$ cat src/hw/eag_pkg.sv
// Constants and types for the effective address generator.
// Assumes a single core clock and decoder-driven request fields.
package eag_pkg;
  localparam int unsigned EAG_DATA_W = 32;
  localparam int unsigned EAG_NUM_REGS = 8;
  localparam int unsigned EAG_IDX_W = 3;
  localparam logic [2:0] EAG_SP_IDX = 3'h4;
  localparam logic [31:0] EAG_RST_WORD = 32'h0000_0000;
  localparam logic [31:0] EAG_MASK16 = 32'h0000_ffff;
  localparam logic [31:0] EAG_MASK8 = 32'h0000_00ff;
  localparam int unsigned EAG_EXTRA_CLKS = 1;

  // Where an operand lives
  typedef enum logic [1:0] {
    EAG_KIND_NONE = 2'b00,
    EAG_KIND_REG = 2'b01,
    EAG_KIND_IMM = 2'b10,
    EAG_KIND_MEM = 2'b11
  } eag_kind_type;

  // Displacement width carried by the instruction
  typedef enum logic [1:0] {
    EAG_DISP_NONE = 2'b00,
    EAG_DISP_8 = 2'b01,
    EAG_DISP_16 = 2'b10,
    EAG_DISP_32 = 2'b11
  } eag_disp_type;

  typedef enum logic {
    EAG_ST_IDLE = 1'b0,
    EAG_ST_EXTRA = 1'b1
  } eag_state_type;
endpackage

$ cat src/hw/eag_top.sv
// Effective address generator: operand select, offset and linear address.
// Assumes the decoder holds request fields stable in the cycle of
// i_req_valid and waits while o_busy is high.
//
// Functional notes
// - Offset equals base plus scaled index plus displacement, each optional.
// - Index value is scaled by 1, 2, 4 or 8 before the add.
// - Any register may index except the stack pointer register.
// - 32-bit scaled-index forms take an 8- or 32-bit displacement only.
// - Offset adds no cycles, except base plus index costs one more.
// - Linear address is segment base plus effective offset.
// - Direct mode uses an 8, 16 or 32-bit displacement as offset.
// - Register indirect uses the base register alone as offset.
// - Based mode adds displacement to the base register.
// - Register operands are read at 8, 16 or 32 bits width.
// - Immediate operands come from the instruction encoding itself.
// - Instructions carry zero to three operands; three-operand forms need a register destination and an immediate third.
// - Two-operand pairings: reg/mem/imm to reg, reg/imm to memory.
// - 32-bit code uses 8/32-bit operands, 16-bit code 8/16-bit.
// - Prefixes replace the default operand length per instruction.
// - Default size is 16 bits when D bit is 0 or real mode.
// - Operand and address prefixes each override the D bit once.
`timescale 1ns/1ps
module eag_top
  import eag_pkg::*;
(
  // Clock and reset
  input wire logic i_mclk,
  input wire logic i_arst_n,
  // General register write-back
  input wire logic i_wr_en,
  input wire logic [2:0] i_wr_idx,
  input wire logic [31:0] i_wr_data,
  // Decoded request
  input wire logic i_req_valid,
  input wire logic [1:0] i_op_count,
  input wire eag_kind_type i_dst_kind,
  input wire eag_kind_type i_src_kind,
  input wire eag_kind_type i_third_kind,
  input wire logic [2:0] i_reg_sel,
  input wire logic i_reg_byte,
  input wire logic [31:0] i_imm,
  input wire logic i_base_en,
  input wire logic [2:0] i_base_sel,
  input wire logic i_index_en,
  input wire logic [2:0] i_index_sel,
  input wire logic [1:0] i_scale_sel,
  input wire eag_disp_type i_disp_size,
  input wire logic [31:0] i_disp,
  input wire logic [31:0] i_seg_base,
  // Size control
  input wire logic i_code_d_bit,
  input wire logic i_real_mode,
  input wire logic i_opsize_pfx,
  input wire logic i_addrsize_pfx,
  // Results
  output logic o_busy,
  output logic o_done,
  output logic [31:0] o_offset,
  output logic [31:0] o_linear_addr,
  output logic [31:0] o_operand,
  output logic o_op32,
  output logic o_addr32,
  output logic o_mem_used,
  output logic o_illegal
);

  // General register file, one flop word per entry
  logic [31:0] gpr_q [EAG_NUM_REGS];

  genvar g;
  generate
    for (g = 0; g < EAG_NUM_REGS; g++) begin : g_gpr
      logic [31:0] word_d;
      always_comb begin
        word_d = gpr_q[g];
        if (i_wr_en && (i_wr_idx == 3'(g))) begin
          word_d = i_wr_data;
        end
      end
      always_ff @(posedge i_mclk or negedge i_arst_n) begin
        if (!i_arst_n) begin
          gpr_q[g] <= EAG_RST_WORD;
        end else begin
          gpr_q[g] <= word_d;
        end
      end
    end
  endgenerate

  // Truncate an offset to the active address width
  function automatic logic [31:0] cut_addr(input logic [31:0] a,
                                           input logic wide);
    cut_addr = wide ? a : (a & EAG_MASK16);
  endfunction

  // Request decode
  eag_state_type state_q, state_d;
  logic take;
  logic dflt32;
  logic op32_c;
  logic addr32_c;
  logic index_ok;
  logic both_c;
  logic [31:0] disp_ext;
  logic [31:0] base_val;
  logic [31:0] scaled;
  logic [31:0] partial;
  logic [31:0] oper_c;
  logic mem_c;
  logic bad_c;

  assign take = i_req_valid && (state_q == EAG_ST_IDLE);

  // Default width follows the D bit; real mode forces 16 bits
  assign dflt32 = i_code_d_bit && !i_real_mode;
  assign op32_c = dflt32 ^ i_opsize_pfx;
  assign addr32_c = dflt32 ^ i_addrsize_pfx;

  // Stack pointer can never act as index; it is dropped and flagged
  assign index_ok = i_index_en && (i_index_sel != EAG_SP_IDX);
  assign both_c = i_base_en && index_ok;

  // Operand components
  always_comb begin
    unique case (i_disp_size)
      EAG_DISP_NONE: disp_ext = EAG_RST_WORD;
      EAG_DISP_8: disp_ext = {{24{i_disp[7]}}, i_disp[7:0]};
      EAG_DISP_16: disp_ext = {{16{i_disp[15]}}, i_disp[15:0]};
      EAG_DISP_32: disp_ext = i_disp;
    endcase
    base_val = i_base_en ? gpr_q[i_base_sel] : EAG_RST_WORD;
    scaled = index_ok ? (gpr_q[i_index_sel] << i_scale_sel)
                      : EAG_RST_WORD;
    partial = base_val + scaled;
  end

  // Register or immediate operand at its width
  always_comb begin
    oper_c = EAG_RST_WORD;
    if (i_src_kind == EAG_KIND_REG) begin
      oper_c = gpr_q[i_reg_sel];
    end else if (i_src_kind == EAG_KIND_IMM) begin
      oper_c = i_imm;
    end
    if (i_reg_byte) begin
      oper_c = oper_c & EAG_MASK8;
    end else if (!op32_c) begin
      oper_c = oper_c & EAG_MASK16;
    end
  end

  // Operand count and pairing legality
  always_comb begin
    mem_c = (i_dst_kind == EAG_KIND_MEM) || (i_src_kind == EAG_KIND_MEM);
    bad_c = i_index_en && !index_ok;
    // 16-bit displacement does not exist in 32-bit scaled forms
    if (index_ok && addr32_c && (i_disp_size == EAG_DISP_16)) begin
      bad_c = 1'b1;
    end
    unique case (i_op_count)
      2'd0: bad_c = bad_c || mem_c;
      2'd1: bad_c = bad_c || (i_dst_kind == EAG_KIND_NONE);
      2'd2: begin
        if (i_dst_kind == EAG_KIND_REG) begin
          bad_c = bad_c || (i_src_kind == EAG_KIND_NONE);
        end else if (i_dst_kind == EAG_KIND_MEM) begin
          bad_c = bad_c || (i_src_kind == EAG_KIND_NONE)
                  || (i_src_kind == EAG_KIND_MEM);
        end else begin
          bad_c = 1'b1;
        end
      end
      2'd3: bad_c = bad_c || (i_dst_kind != EAG_KIND_REG)
                    || (i_third_kind != EAG_KIND_IMM);
    endcase
  end

  // Result state
  logic busy_d, done_d, op32_d, addr32_d, mem_d, bad_d;
  logic [31:0] off_d, lin_d, oper_d, part_d, disp_d, seg_d;
  logic done_q, op32_q, addr32_q, mem_q, bad_q, busy_q;
  logic [31:0] off_q, lin_q, oper_q, part_q, disp_q, seg_q;

  // Fast path finishes in one edge; base plus index waits one more
  always_comb begin
    state_d = state_q;
    done_d = 1'b0;
    op32_d = op32_q;
    addr32_d = addr32_q;
    mem_d = mem_q;
    bad_d = bad_q;
    off_d = off_q;
    lin_d = lin_q;
    oper_d = oper_q;
    part_d = part_q;
    disp_d = disp_q;
    seg_d = seg_q;
    unique case (state_q)
      EAG_ST_IDLE: begin
        if (take) begin
          op32_d = op32_c;
          addr32_d = addr32_c;
          mem_d = mem_c;
          bad_d = bad_c;
          oper_d = oper_c;
          seg_d = i_seg_base;
          part_d = partial;
          disp_d = disp_ext;
          if (both_c) begin
            state_d = EAG_ST_EXTRA;
          end else begin
            done_d = 1'b1;
            off_d = cut_addr(partial + disp_ext, addr32_c);
            lin_d = i_seg_base + cut_addr(partial + disp_ext,
                                          addr32_c);
          end
        end
      end
      EAG_ST_EXTRA: begin
        state_d = EAG_ST_IDLE;
        done_d = 1'b1;
        off_d = cut_addr(part_q + disp_q, addr32_q);
        lin_d = seg_q + cut_addr(part_q + disp_q, addr32_q);
      end
    endcase
    busy_d = (state_d == EAG_ST_EXTRA);
  end

  // Result registers
  always_ff @(posedge i_mclk or negedge i_arst_n) begin
    if (!i_arst_n) begin
      state_q <= EAG_ST_IDLE;
      busy_q <= 1'b0;
      done_q <= 1'b0;
      op32_q <= 1'b0;
      addr32_q <= 1'b0;
      mem_q <= 1'b0;
      bad_q <= 1'b0;
      off_q <= EAG_RST_WORD;
      lin_q <= EAG_RST_WORD;
      oper_q <= EAG_RST_WORD;
      part_q <= EAG_RST_WORD;
      disp_q <= EAG_RST_WORD;
      seg_q <= EAG_RST_WORD;
    end else begin
      state_q <= state_d;
      busy_q <= busy_d;
      done_q <= done_d;
      op32_q <= op32_d;
      addr32_q <= addr32_d;
      mem_q <= mem_d;
      bad_q <= bad_d;
      off_q <= off_d;
      lin_q <= lin_d;
      oper_q <= oper_d;
      part_q <= part_d;
      disp_q <= disp_d;
      seg_q <= seg_d;
    end
  end

  // Outputs straight from flops
  assign o_busy = busy_q;
  assign o_done = done_q;
  assign o_offset = off_q;
  assign o_linear_addr = lin_q;
  assign o_operand = oper_q;
  assign o_op32 = op32_q;
  assign o_addr32 = addr32_q;
  assign o_mem_used = mem_q;
  assign o_illegal = bad_q;
endmodule

$ cat config.mk
export PLATFORM = sky130hd
export DESIGN_NAME = eag_top
export DESIGN_NICKNAME = d
export VERILOG_FILES = /design/src/hw/eag_pkg.sv /design/src/hw/eag_top.sv
export SDC_FILE = /design/constraint.sdc
export NUM_CORES = 1
export LEC_CHECK = 0
export BUFFER_PORTS_ARGS = -buffer_cell sky130_fd_sc_hd__buf_2
export CAP_MARGIN = 20
export CELL_PAD_IN_SITES_DETAIL_PLACEMENT = 0
export CELL_PAD_IN_SITES_GLOBAL_PLACEMENT = 2
export CORE_ASPECT_RATIO = 1.25
export CORE_MARGIN = 8
export CORE_UTILIZATION = 41
export DETAILED_ROUTE_END_ITERATION = 16
export PLACE_DENSITY_LB_ADDON = 0.1
export SLEW_MARGIN = 5
export SYNTH_ARGS = -nofsm -noshare
export SYNTH_HDL_FRONTEND = slang
export SYNTH_SLANG_ARGS = --single-unit
$ cat constraint.sdc
create_clock -name i_mclk -period 9.55 [get_ports i_mclk]
set_input_delay 0.955 -clock i_mclk [delete_from_list [all_inputs] [get_ports i_mclk]]
set_output_delay 0.955 -clock i_mclk [all_outputs]
set_load 0.01 [all_outputs]
# Word level (Yosys, flattened, before mapping)
# Cells that the tools add are included.
# W data, S select, Z words.
# word_totals
wordCells	123
mem_bits_rw	0
mem_bits_ro	0
ff_bits	454
memories	0
latch_bits	0
inputBits	163
# op_classes
n_lt_le_gt_ge	3
n_mux	34
mul	0
addsub	5
n_bitwise	6
eq_ne	23
shift	1
n_reduce_logical	31
div	0
# ops
cell	count
$mux W32	18
$bmux W32 S3	3
$add A32 B32 Y32	5
$pmux W32 S2	2
$pmux W32 S4	1
$shl A32 B2 Y32	1
$logic_and A1 B1 Y1	15
$eq A2 B2 Y1 const B	7
$eq A3 B3 Y1 const B	4
$ge A4 B4 Y1 const B	3
$not A3 Y4	3
$eq A2 B1 Y1 const B	4
$logic_not A2 Y1	4
$logic_or A1 B1 Y1	7
$mux W1	7
$eq A3 B2 Y1 const B	2
$ne A2 B2 Y1 const B	3
$pmux W1 S2	2
$pmux W1 S4	1
$reduce_and A2 Y1	2
$eq A3 B1 Y1 const B	1
$logic_not A3 Y1	1
$ne A3 B3 Y1 const B	1
$logic_not A1 Y1	2
other kinds (3)	4

# Logic depth before layout (Yosys ltp)
# Gate-level depths: netlist (run 1).
# logic_depth
word_depth	13
ltp_mapped	43
depth_no_buf	39

# Worst setup path after synthesis (run 1)
# OpenSTA, ideal clock, no wires.
# synth_path
path_type	input to register
from	input i_index_sel[0]
to	register lin_q[31] (netlist: o_linear_addr[31])
t_required_ns	9.468
t_arrival_ns	8.460
slack_ns	1.008
cell_stages	41
cell_sequence	buf_6 buf_1 buf_2 mux4_2 mux2i_1 nand2_1 nand2_1 o22ai_1 ha_1 a21o_1 a21o_1 a21oi_2 o21ai_1 a22o_1 a31o_2 o21ai_0 nand2b_1 xor2_1 [5 not listed] a21oi_2 o21ai_0 a21o_1 a21oi_1 xor2_1 nor2_1 ha_1 clkbuf_1 a21o_1 a21o_1 a21o_1 o21ai_0 nand2b_1 a21oi_1 nand4b_1 o211a_1 a22o_1 a31oi_1
# synth_via
elab_chain_len	13
word_cells_on_any_way	18
cone_classes	add/sub (3); eq/ne (2); shift (1); mux (8); bitwise (1); reduce/logical (3)
# synth_lines
element	line_no	source
from (decl)	eag_top.sv:46	input wire logic [2:0] i_index_sel,
$not A3 Y4 (implied by the code)	eag_top.sv:133	scaled = index_ok ? (gpr_q[i_index_sel] << i_scale_sel)
$bmux W32 S3	eag_top.sv:133	
$mux W32 (implied by the code) (2 in a row)	eag_top.sv:133	
$shl A32 B2 Y32	eag_top.sv:133	
$mux W32 (*)	eag_top.sv:133	
$add A32 B32 Y32 (*)	eag_top.sv:135	partial = base_val + scaled;
named net partial[18]	eag_top.sv:108	logic [31:0] partial;
$add A32 B32 Y32 (*)	eag_top.sv:215	lin_d = i_seg_base + cut_addr(partial + disp_ext,
$mux W32 (*)	eag_top.sv:94	cut_addr = wide ? a : (a & EAG_MASK16);
$add A32 B32 Y32 (*)	eag_top.sv:215	
$mux W32 (*)	eag_top.sv:210	if (both_c) begin
$mux W32 (*)	eag_top.sv:201	if (take) begin
$pmux W32 S2 (*)	eag_top.sv:199	unique case (state_q)
to (signal assigned)	eag_top.sv:255	lin_q <= lin_d;
to (decl)	eag_top.sv:183	logic [31:0] off_q, lin_q, oper_q, part_q, disp_q, seg_q;
# Mark *: on every way through the listed nets, which the timed path passes. The rest lies on a longest branch. The select of a mux whose other input is x is not followed.
# A chain may end at the register's enable or synchronous reset.

# Final worst setup path (run 1)
# Same ends and word-level chain as after synthesis.

==> results of run 1 <==
metal layers:
| metal | global-route usage [%] | up-vias | share of wire [%] |
|---|---|---|---|
| met5 | 0 | - | 0.053 |
| met4 | 6.64 | 8 | 2.7 |
| met3 | 4.00 | 174 | 4.9 |
| met2 | 41.7 | 626 | 50 |
| met1 | 29.3 | 12600 | 42 |
| li1 | - | 11500 | - |
metrics by stage:
step | utilization [%] | cell area [sq um] | std cells
global route | 46.9 | 36200 | 4279
detailed placement | 44.6 | 34400 | 4183
floorplan | - | 31900 | 2975
CTS | 46.8 | 36100 | 4278
finish | 46.9 | 36200 | 4285
global placement | 44.6 | 34400 | 4183
critical path: cells and delay by family:
family | cells | cell delay, ns
AO/OA/AOI/OAI | 21 | 4.14
adder cells (fa/ha/maj) | 3 | 0.99
multiplexers | 3 | 0.87
buffers and inverters | 2 | 0.52
XOR/XNOR | 2 | 0.47
AND/OR/NAND/NOR | 9 | 0.98
kinds of logic (layout without fill, tap and decap cells):
family	count (synthesis)	count (layout)	synth area share, %
xor gates and xnor gates	133	133	3.74
and+or+nand+nor	762	762	10.7
DFF	454	454	35.7
AOI/OAI and AO/OA	653	653	13.3
other	0	6	0
muxes	605	605	27.7
buffers and inverters	206	466	2.49
adders and majority gates	162	162	6.48
layout make-up:
| cell class | count | area [sq um] | area share [%] |
|---|---|---|---|
| diodes | 6 | 15.0 | 0.0415 |
| clock buffers | 75 | 1490 | 4.11 |
| clock inverters | 20 | 214 | 0.591 |
| inverters | 40 | 150 | 0.415 |
| multi-input cells | 2315 | 19800 | 54.6 |
| flip-flops and latches | 454 | 11400 | 31.4 |
| well taps | 1044 | 1310 | 3.61 |
| repair buffers | 331 | 1890 | 5.21 |
cell usage in the layout, fill, tap and decap left out, drive strengths merged, types with 49 or more instances in the layout:
master  count
a21o       95
a21oi     142
buf       331
clkbuf     75
dfrtp     454
ha        157
mux2      295
mux2i     118
mux4      192
nand2     396
nor2      142
nor2b      49
o21ai     164
xnor2      86
sequential cells by signal, indices dropped and copies added, names as in the netlist:
name	flops
disp_q	32
gpr_q	256
o_addr32	1
o_busy	1
o_done	1
o_illegal	1
o_linear_addr	32
o_mem_used	1
o_offset	32
o_op32	1
o_operand	32
part_q	32
seg_q	32
synthesized netlist by cell type, types with 32 or more instances:
cell type	count	area share (%)
ha_1	157	6.2
nand2_1	396	4.7
nor2_1	142	1.7
nand3_1	32	0.50
a21o_1	95	2.2
xnor2_1	86	2.4
xor2_1	45	1.2
dfrtp_1	454	36
inv_1	39	0.46
nor2b_1	49	0.96
buf_1	39	0.46
mux4_2	192	14
clkbuf_1	120	1.4
a21oi_1	139	2.2
o22ai_1	32	0.63
mux2i_1	118	3.7
a211oi_1	32	0.75
mux2_2	295	10
o21ai_0	160	2.5
final timing paths:
path	endpoint	slack, ns
worst max-delay path	o_linear_addr[31]$_DFFE_PN0P_	1.14
worst min-delay path	seg_q[2]$_DFFE_PN0P_	0.30
worst max register to register	o_linear_addr[31]$_DFFE_PN0P_	1.55
worst min register to register	o_operand[4]$_DFFE_PN0P_	0.48
max in group asynchronous	o_operand[13]$_DFFE_PN0P_	6.91
min in group i_mclk	o_operand[4]$_DFFE_PN0P_	0.48
report_power, final:
part | switching [W] | internal [W]
combinational | 0.00240 | 0.00199
sequential | 0.000383 | 0.00239
clock | 0.000861 | 0.00116
total | 0.00365 | 0.00555
==> flow_metrics.py, run 1 <==
metrics = {
    "worst_setup_path": {
        "slowest_stage": "mux4_2",
        "cp_common_cell": "o21ai_0",
        "worstReg2RegStart": "gpr_q[129]$_DFFE_PN0P_",
        "reg2reg_depth": 36,
        "end_kind": "flip-flop",
        "max_stage_delay_ns": 0.51,
        "start_kind": "primary input",
        "cp.arrival_ns": 8.94,
        "worstPathRequired_ns": 10.08,
        "cp-startpoint": "i_index_sel[0]",
        "crit_type": "in2reg",
        "crit_fanout": 12,
    },
    "power_and_ir_drop": {
        "power.leakage_nw": 16.6,
        "powerDensity_nw_per_um2": 254,
        "fin_total_pwr_w": 0.00920,
        "ir_drop_mv": 0.145,
    },
    "timing": {
        "period_needed_ns": 8.41,
        "finalCritPeriodShare_pct": 88.1,
        "hold_violations": 0,
        "rsz0062_at_grt": "false",
        "skew_ns": 0.0145,
        "hold_slack_ns": 0.303,
        "tightest_slew_ns": 1.18,
        "final_max_slew_viol_count": 0,
        "finalSetupViolCount": 0,
        "tns_ns": 0,
        "timing.final.ws_setup_ns": 1.14,
        "timing.fmax_ghz": 0.119,
        "relSlewSlack_pct": 21.4,
    },
    "detailed_routing": {
        "wl_per_cell_um": 24.2,
        "dr.pass1.iters": 5,
        "vias": 24900,
        "drt_iter0_drc": 1356,
        "antenna_left": 0,
        "routed_via_density": 5.82,
        "drt_wl_total_um": 104000,
        "drc": 0,
    },
    "placed_design": {
        "dp_slack_ns": 0.526,
        "gp_congestion": 0.894,
        "hpwl_um": 75000,
        "io_buffers": 264,
    },
    "synth": {
        "syn_area_sq_um": 31900,
        "synth_edf_count": 0,
        "synth-main-ff-cell": "dfrtp_1",
        "async_reset_ff_share_pct": 100,
        "synth_warnings": 0,
        "netlist_instances": 2975,
        "post_synth.cell_area_avg_sq_um": 10.7,
        "syn-num-nets": 3300,
        "synth_cell_types": 81,
        "yosysSeqAreaShare_pct": 35.7,
        "ys_seq_elements": 454,
    },
    "die": {
        "die_w_um": 265,
        "core_sq_um": 77200,
        "rows": 114,
        "ios": 265,
        "die_h_um": 328,
        "die_area_sq_um": 86900,
        "start_util_pct": 41.3,
    },
    "hold_path": {
        "hold_class": "in2async",
    },
    "global_route": {
        "grt_start_max_net_pins": 179,
        "grt_overflow": 0,
        "first_global_vias": 26700,
        "grt_pass1_wl_um": 160000,
        "antenna_found_initial": 12,
        "grt_usage_pct": 23.5,
    },
    "flow_run": {
        "maxCapViolCount": 0,
    },
    "clock_network": {
        "cts_tree": "built",
        "postCtsSetupBuffers": 0,
        "holdBufCountCts": 0,
        "cts_max_level": 2,
        "clkLatencyLatePin_ns": 0.62,
        "cts-root-buf": "clkbuf_16",
        "cts.sinks": 454,
        "clk_pin_slew_ns": 0.06,
        "clk_path_buf_depth": 3,
        "post_cts_resized": 0,
        "cts_buffers": 52,
    },
    "finish": {
        "area_growth_pct": 13.6,
        "n_fill_cell": 7215,
        "nNetsFinal": 3519,
        "drive_above_1_share_pct": 29.0,
    },
    "status": {
        "status": "finished clean",
    },
}
No activity file was read; power rests on OpenSTA's default activity.
==> run 2, diff against run 1 <==
- ABC_AREA: unset -> 1
- CORE_UTILIZATION: 41 -> 35
- clock period: 9.55 -> 8.8 ns (I/O delays scaled with it)
==> run 2 against run 1 <==
  * Core utilization is 7.1 points lower
  * Clock power increased by 17%
  * Sequential share of layout area down 0.62 points
  * Total power hardly changed
  * Worst setup slack worse by 0.0071 ns
  * Via count rose by 34%
==> flow_metrics.py, run 2 <==
metrics = {
    "flow_run": {
        "maxCapViolCount": 0,
    },
    "detailed_routing": {
        "routed_via_density": 5.49,
        "vias": 33300,
        "dr.pass1.iters": 6,
        "drt_iter0_drc": 2207,
        "wl_per_cell_um": 23.0,
        "antenna_left": 0,
        "drc": 0,
        "drt_wl_total_um": 140000,
    },
    "global_route": {
        "grt_overflow": 0,
        "first_global_vias": 33200,
        "grt_start_max_net_pins": 139,
        "grt_pass1_wl_um": 209000,
        "antenna_found_initial": 3,
        "grt_usage_pct": 26.4,
    },
    "synth": {
        "yosysSeqAreaShare_pct": 34.7,
        "synth_area_leaders": "dfrtp_1 35%, nand2_1 13%, o21ai_0 12%",
        "synth_edf_count": 0,
        "yosysMostFrequentCell": "nand2_1",
        "synth_warnings": 0,
        "syn_area_sq_um": 32700,
        "yosysTopAreaCellShare_pct": 34.7,
        "syn-num-nets": 5031,
        "synth_cell_types": 61,
        "synth_area_leader_cell": "dfrtp_1",
        "ys_seq_elements": 454,
        "post_synth.cell_area_avg_sq_um": 6.95,
        "synthTopCellsByCount": "1125 x nand2_1, 785 x o21ai_0, 454 x dfrtp_1, 444 x a21oi_1, 381 x inv_1",
        "async_reset_ff_share_pct": 100,
        "synth-main-ff-cell": "dfrtp_1",
        "netlist_instances": 4706,
    },
    "die": {
        "die_area_sq_um": 104000,
        "die_w_um": 289,
        "start_util_pct": 35.3,
        "rows": 125,
        "die_h_um": 358,
        "core_sq_um": 92700,
        "ios": 265,
    },
    "placed_design": {
        "placedInstanceArea_sq_um": 35000,
        "io_buffers": 264,
        "hpwl_um": 100000,
        "gp_congestion": 0.912,
        "dp_slack_ns": 0.589,
    },
    "timing": {
        "final_max_slew_viol_count": 0,
        "finalSetupViolCount": 0,
        "finalCritPeriodShare_pct": 87.2,
        "tightest_slew_ns": 1.02,
        "tns_ns": 0,
        "rsz0062_at_grt": "false",
        "skew_ns": 0.0148,
        "hold_violations": 0,
        "timing.final.ws_setup_ns": 1.13,
        "period_needed_ns": 7.67,
        "timing.fmax_ghz": 0.130,
        "relSlewSlack_pct": 31.8,
    },
    "worst_setup_path": {
        "reg2reg_depth": 39,
        "cp_common_cell": "nand2_1",
        "crit_fanout": 32,
        "slowest_stage": "nor4_1",
        "cp_top_family": "compound AO/OA/AOI/OAI gates",
        "worst-path-stages": 40,
        "start_kind": "primary input",
        "max_stage_delay_ns": 0.64,
        "end_kind": "flip-flop",
        "worstPathRequired_ns": 9.38,
        "cp.arrival_ns": 8.25,
        "cp_num_buf_inv": 6,
        "crit_type": "in2reg",
    },
    "finish": {
        "postLayoutCoreUtil_pct": 39.8,
        "final_cell_mix": "1118 x nand2_1, 785 x o21ai_0, 453 x dfrtp_1, 444 x a21oi_1, 377 x inv_1",
        "regMostFlops": "gpr_q",
        "drive_above_1_share_pct": 10.0,
        "design_area_sq_um": 36900,
        "diodes": 0,
        "largest_reg_flops": 256,
        "layout_commonest_cell": "nand2_1",
        "area_growth_pct": 12.9,
        "nNetsFinal": 5139,
        "n_fill_cell": 10100,
    },
    "power_and_ir_drop": {
        "ir_drop_mv": 0.149,
        "powerDensity_nw_per_um2": 249,
        "fin_total_pwr_w": 0.00920,
        "power.leakage_nw": 17.8,
    },
    "clock_network": {
        "cts_tree": "built",
        "post_cts_resized": 0,
        "cts.sinks": 454,
        "clk_path_buf_depth": 3,
        "cts_max_level": 2,
        "postCtsSetupBuffers": 0,
        "clk_pin_slew_ns": 0.07,
        "holdBufCountCts": 0,
        "cts_buffers": 56,
        "cts-root-buf": "clkbuf_16",
        "clkLatencyLatePin_ns": 0.64,
    },
    "status": {
        "status": "finished clean",
    },
    "hold_path": {
        "hold_class": "in2async",
    },
}
run 2: cell families (layout without fill, tap and decap cells):
logic type                 after synthesis  after routing  synth area share [%]
and+or+nand+nor                       1722           1722                  21.3
xor gates and xnor gates                83             83                  2.29
buffers and inverters                  666            818                  7.87
DFF                                    454            454                  34.7
AOI/OAI and AO/OA                     1619           1619                  27.5
adders and majority gates              162            162                  6.31
run 2: per-stage QoR:
| step | instances | hold WS (ns) |
|---|---|---|
| floorplan | 4706 | 0.453 |
| global placement | 5961 | 0.459 |
| detailed placement | 5961 | 0.460 |
| CTS | 6063 | 0.157 |
| global route | 6064 | 0.181 |
| finish | 6064 | 0.160 |
run 2: final cells by class:
type	count	area (sq um)	area share, %
inverter	395	1500	4.05
timing repair buffer	321	1850	5.02
clock inverter	23	236	0.641
tap	1206	1510	4.09
sequential	454	11400	30.8
multi-input combinational	3586	18800	51.1
clock buffer	79	1600	4.34
run 2: path summary, 6_finish.rpt:
path                                                from                             to  slack, ns
max                                       i_index_sel[0]  o_linear_addr[31]$_DFFE_PN0P_       1.13
max reg2reg                       gpr_q[200]$_DFFE_PN0P_  o_linear_addr[31]$_DFFE_PN0P_       1.67
min reg2reg                o_linear_addr[18]$_DFFE_PN0P_  o_linear_addr[18]$_DFFE_PN0P_       0.48
min in group i_mclk                        i_seg_base[0]           seg_q[0]$_DFFE_PN0P_       0.46
max in group asynchronous                       i_arst_n       o_offset[29]$_DFFE_PN0P_       6.57
min                                             i_arst_n          gpr_q[75]$_DFFE_PN0P_       0.16
run 2: power breakdown:
part	internal (W)	switching (W)	total, W	leakage (nW)
sequential	0.00253	0.000339	0.00287	5.64
combinational	0.00131	0.00266	0.00397	11.2
clock	0.00136	0.00101	0.00237	0.889
run 2: routing by layer:
layer / track usage (%) / wire length [um] / up-vias
met5: 0 / 37 / -
met3: 3.44 / 6990 / 272
met4: 10.7 / 6200 / 6
met1: 32.0 / 57700 / 15800
met2: 46.7 / 68800 / 957
li1: - / - / 16300
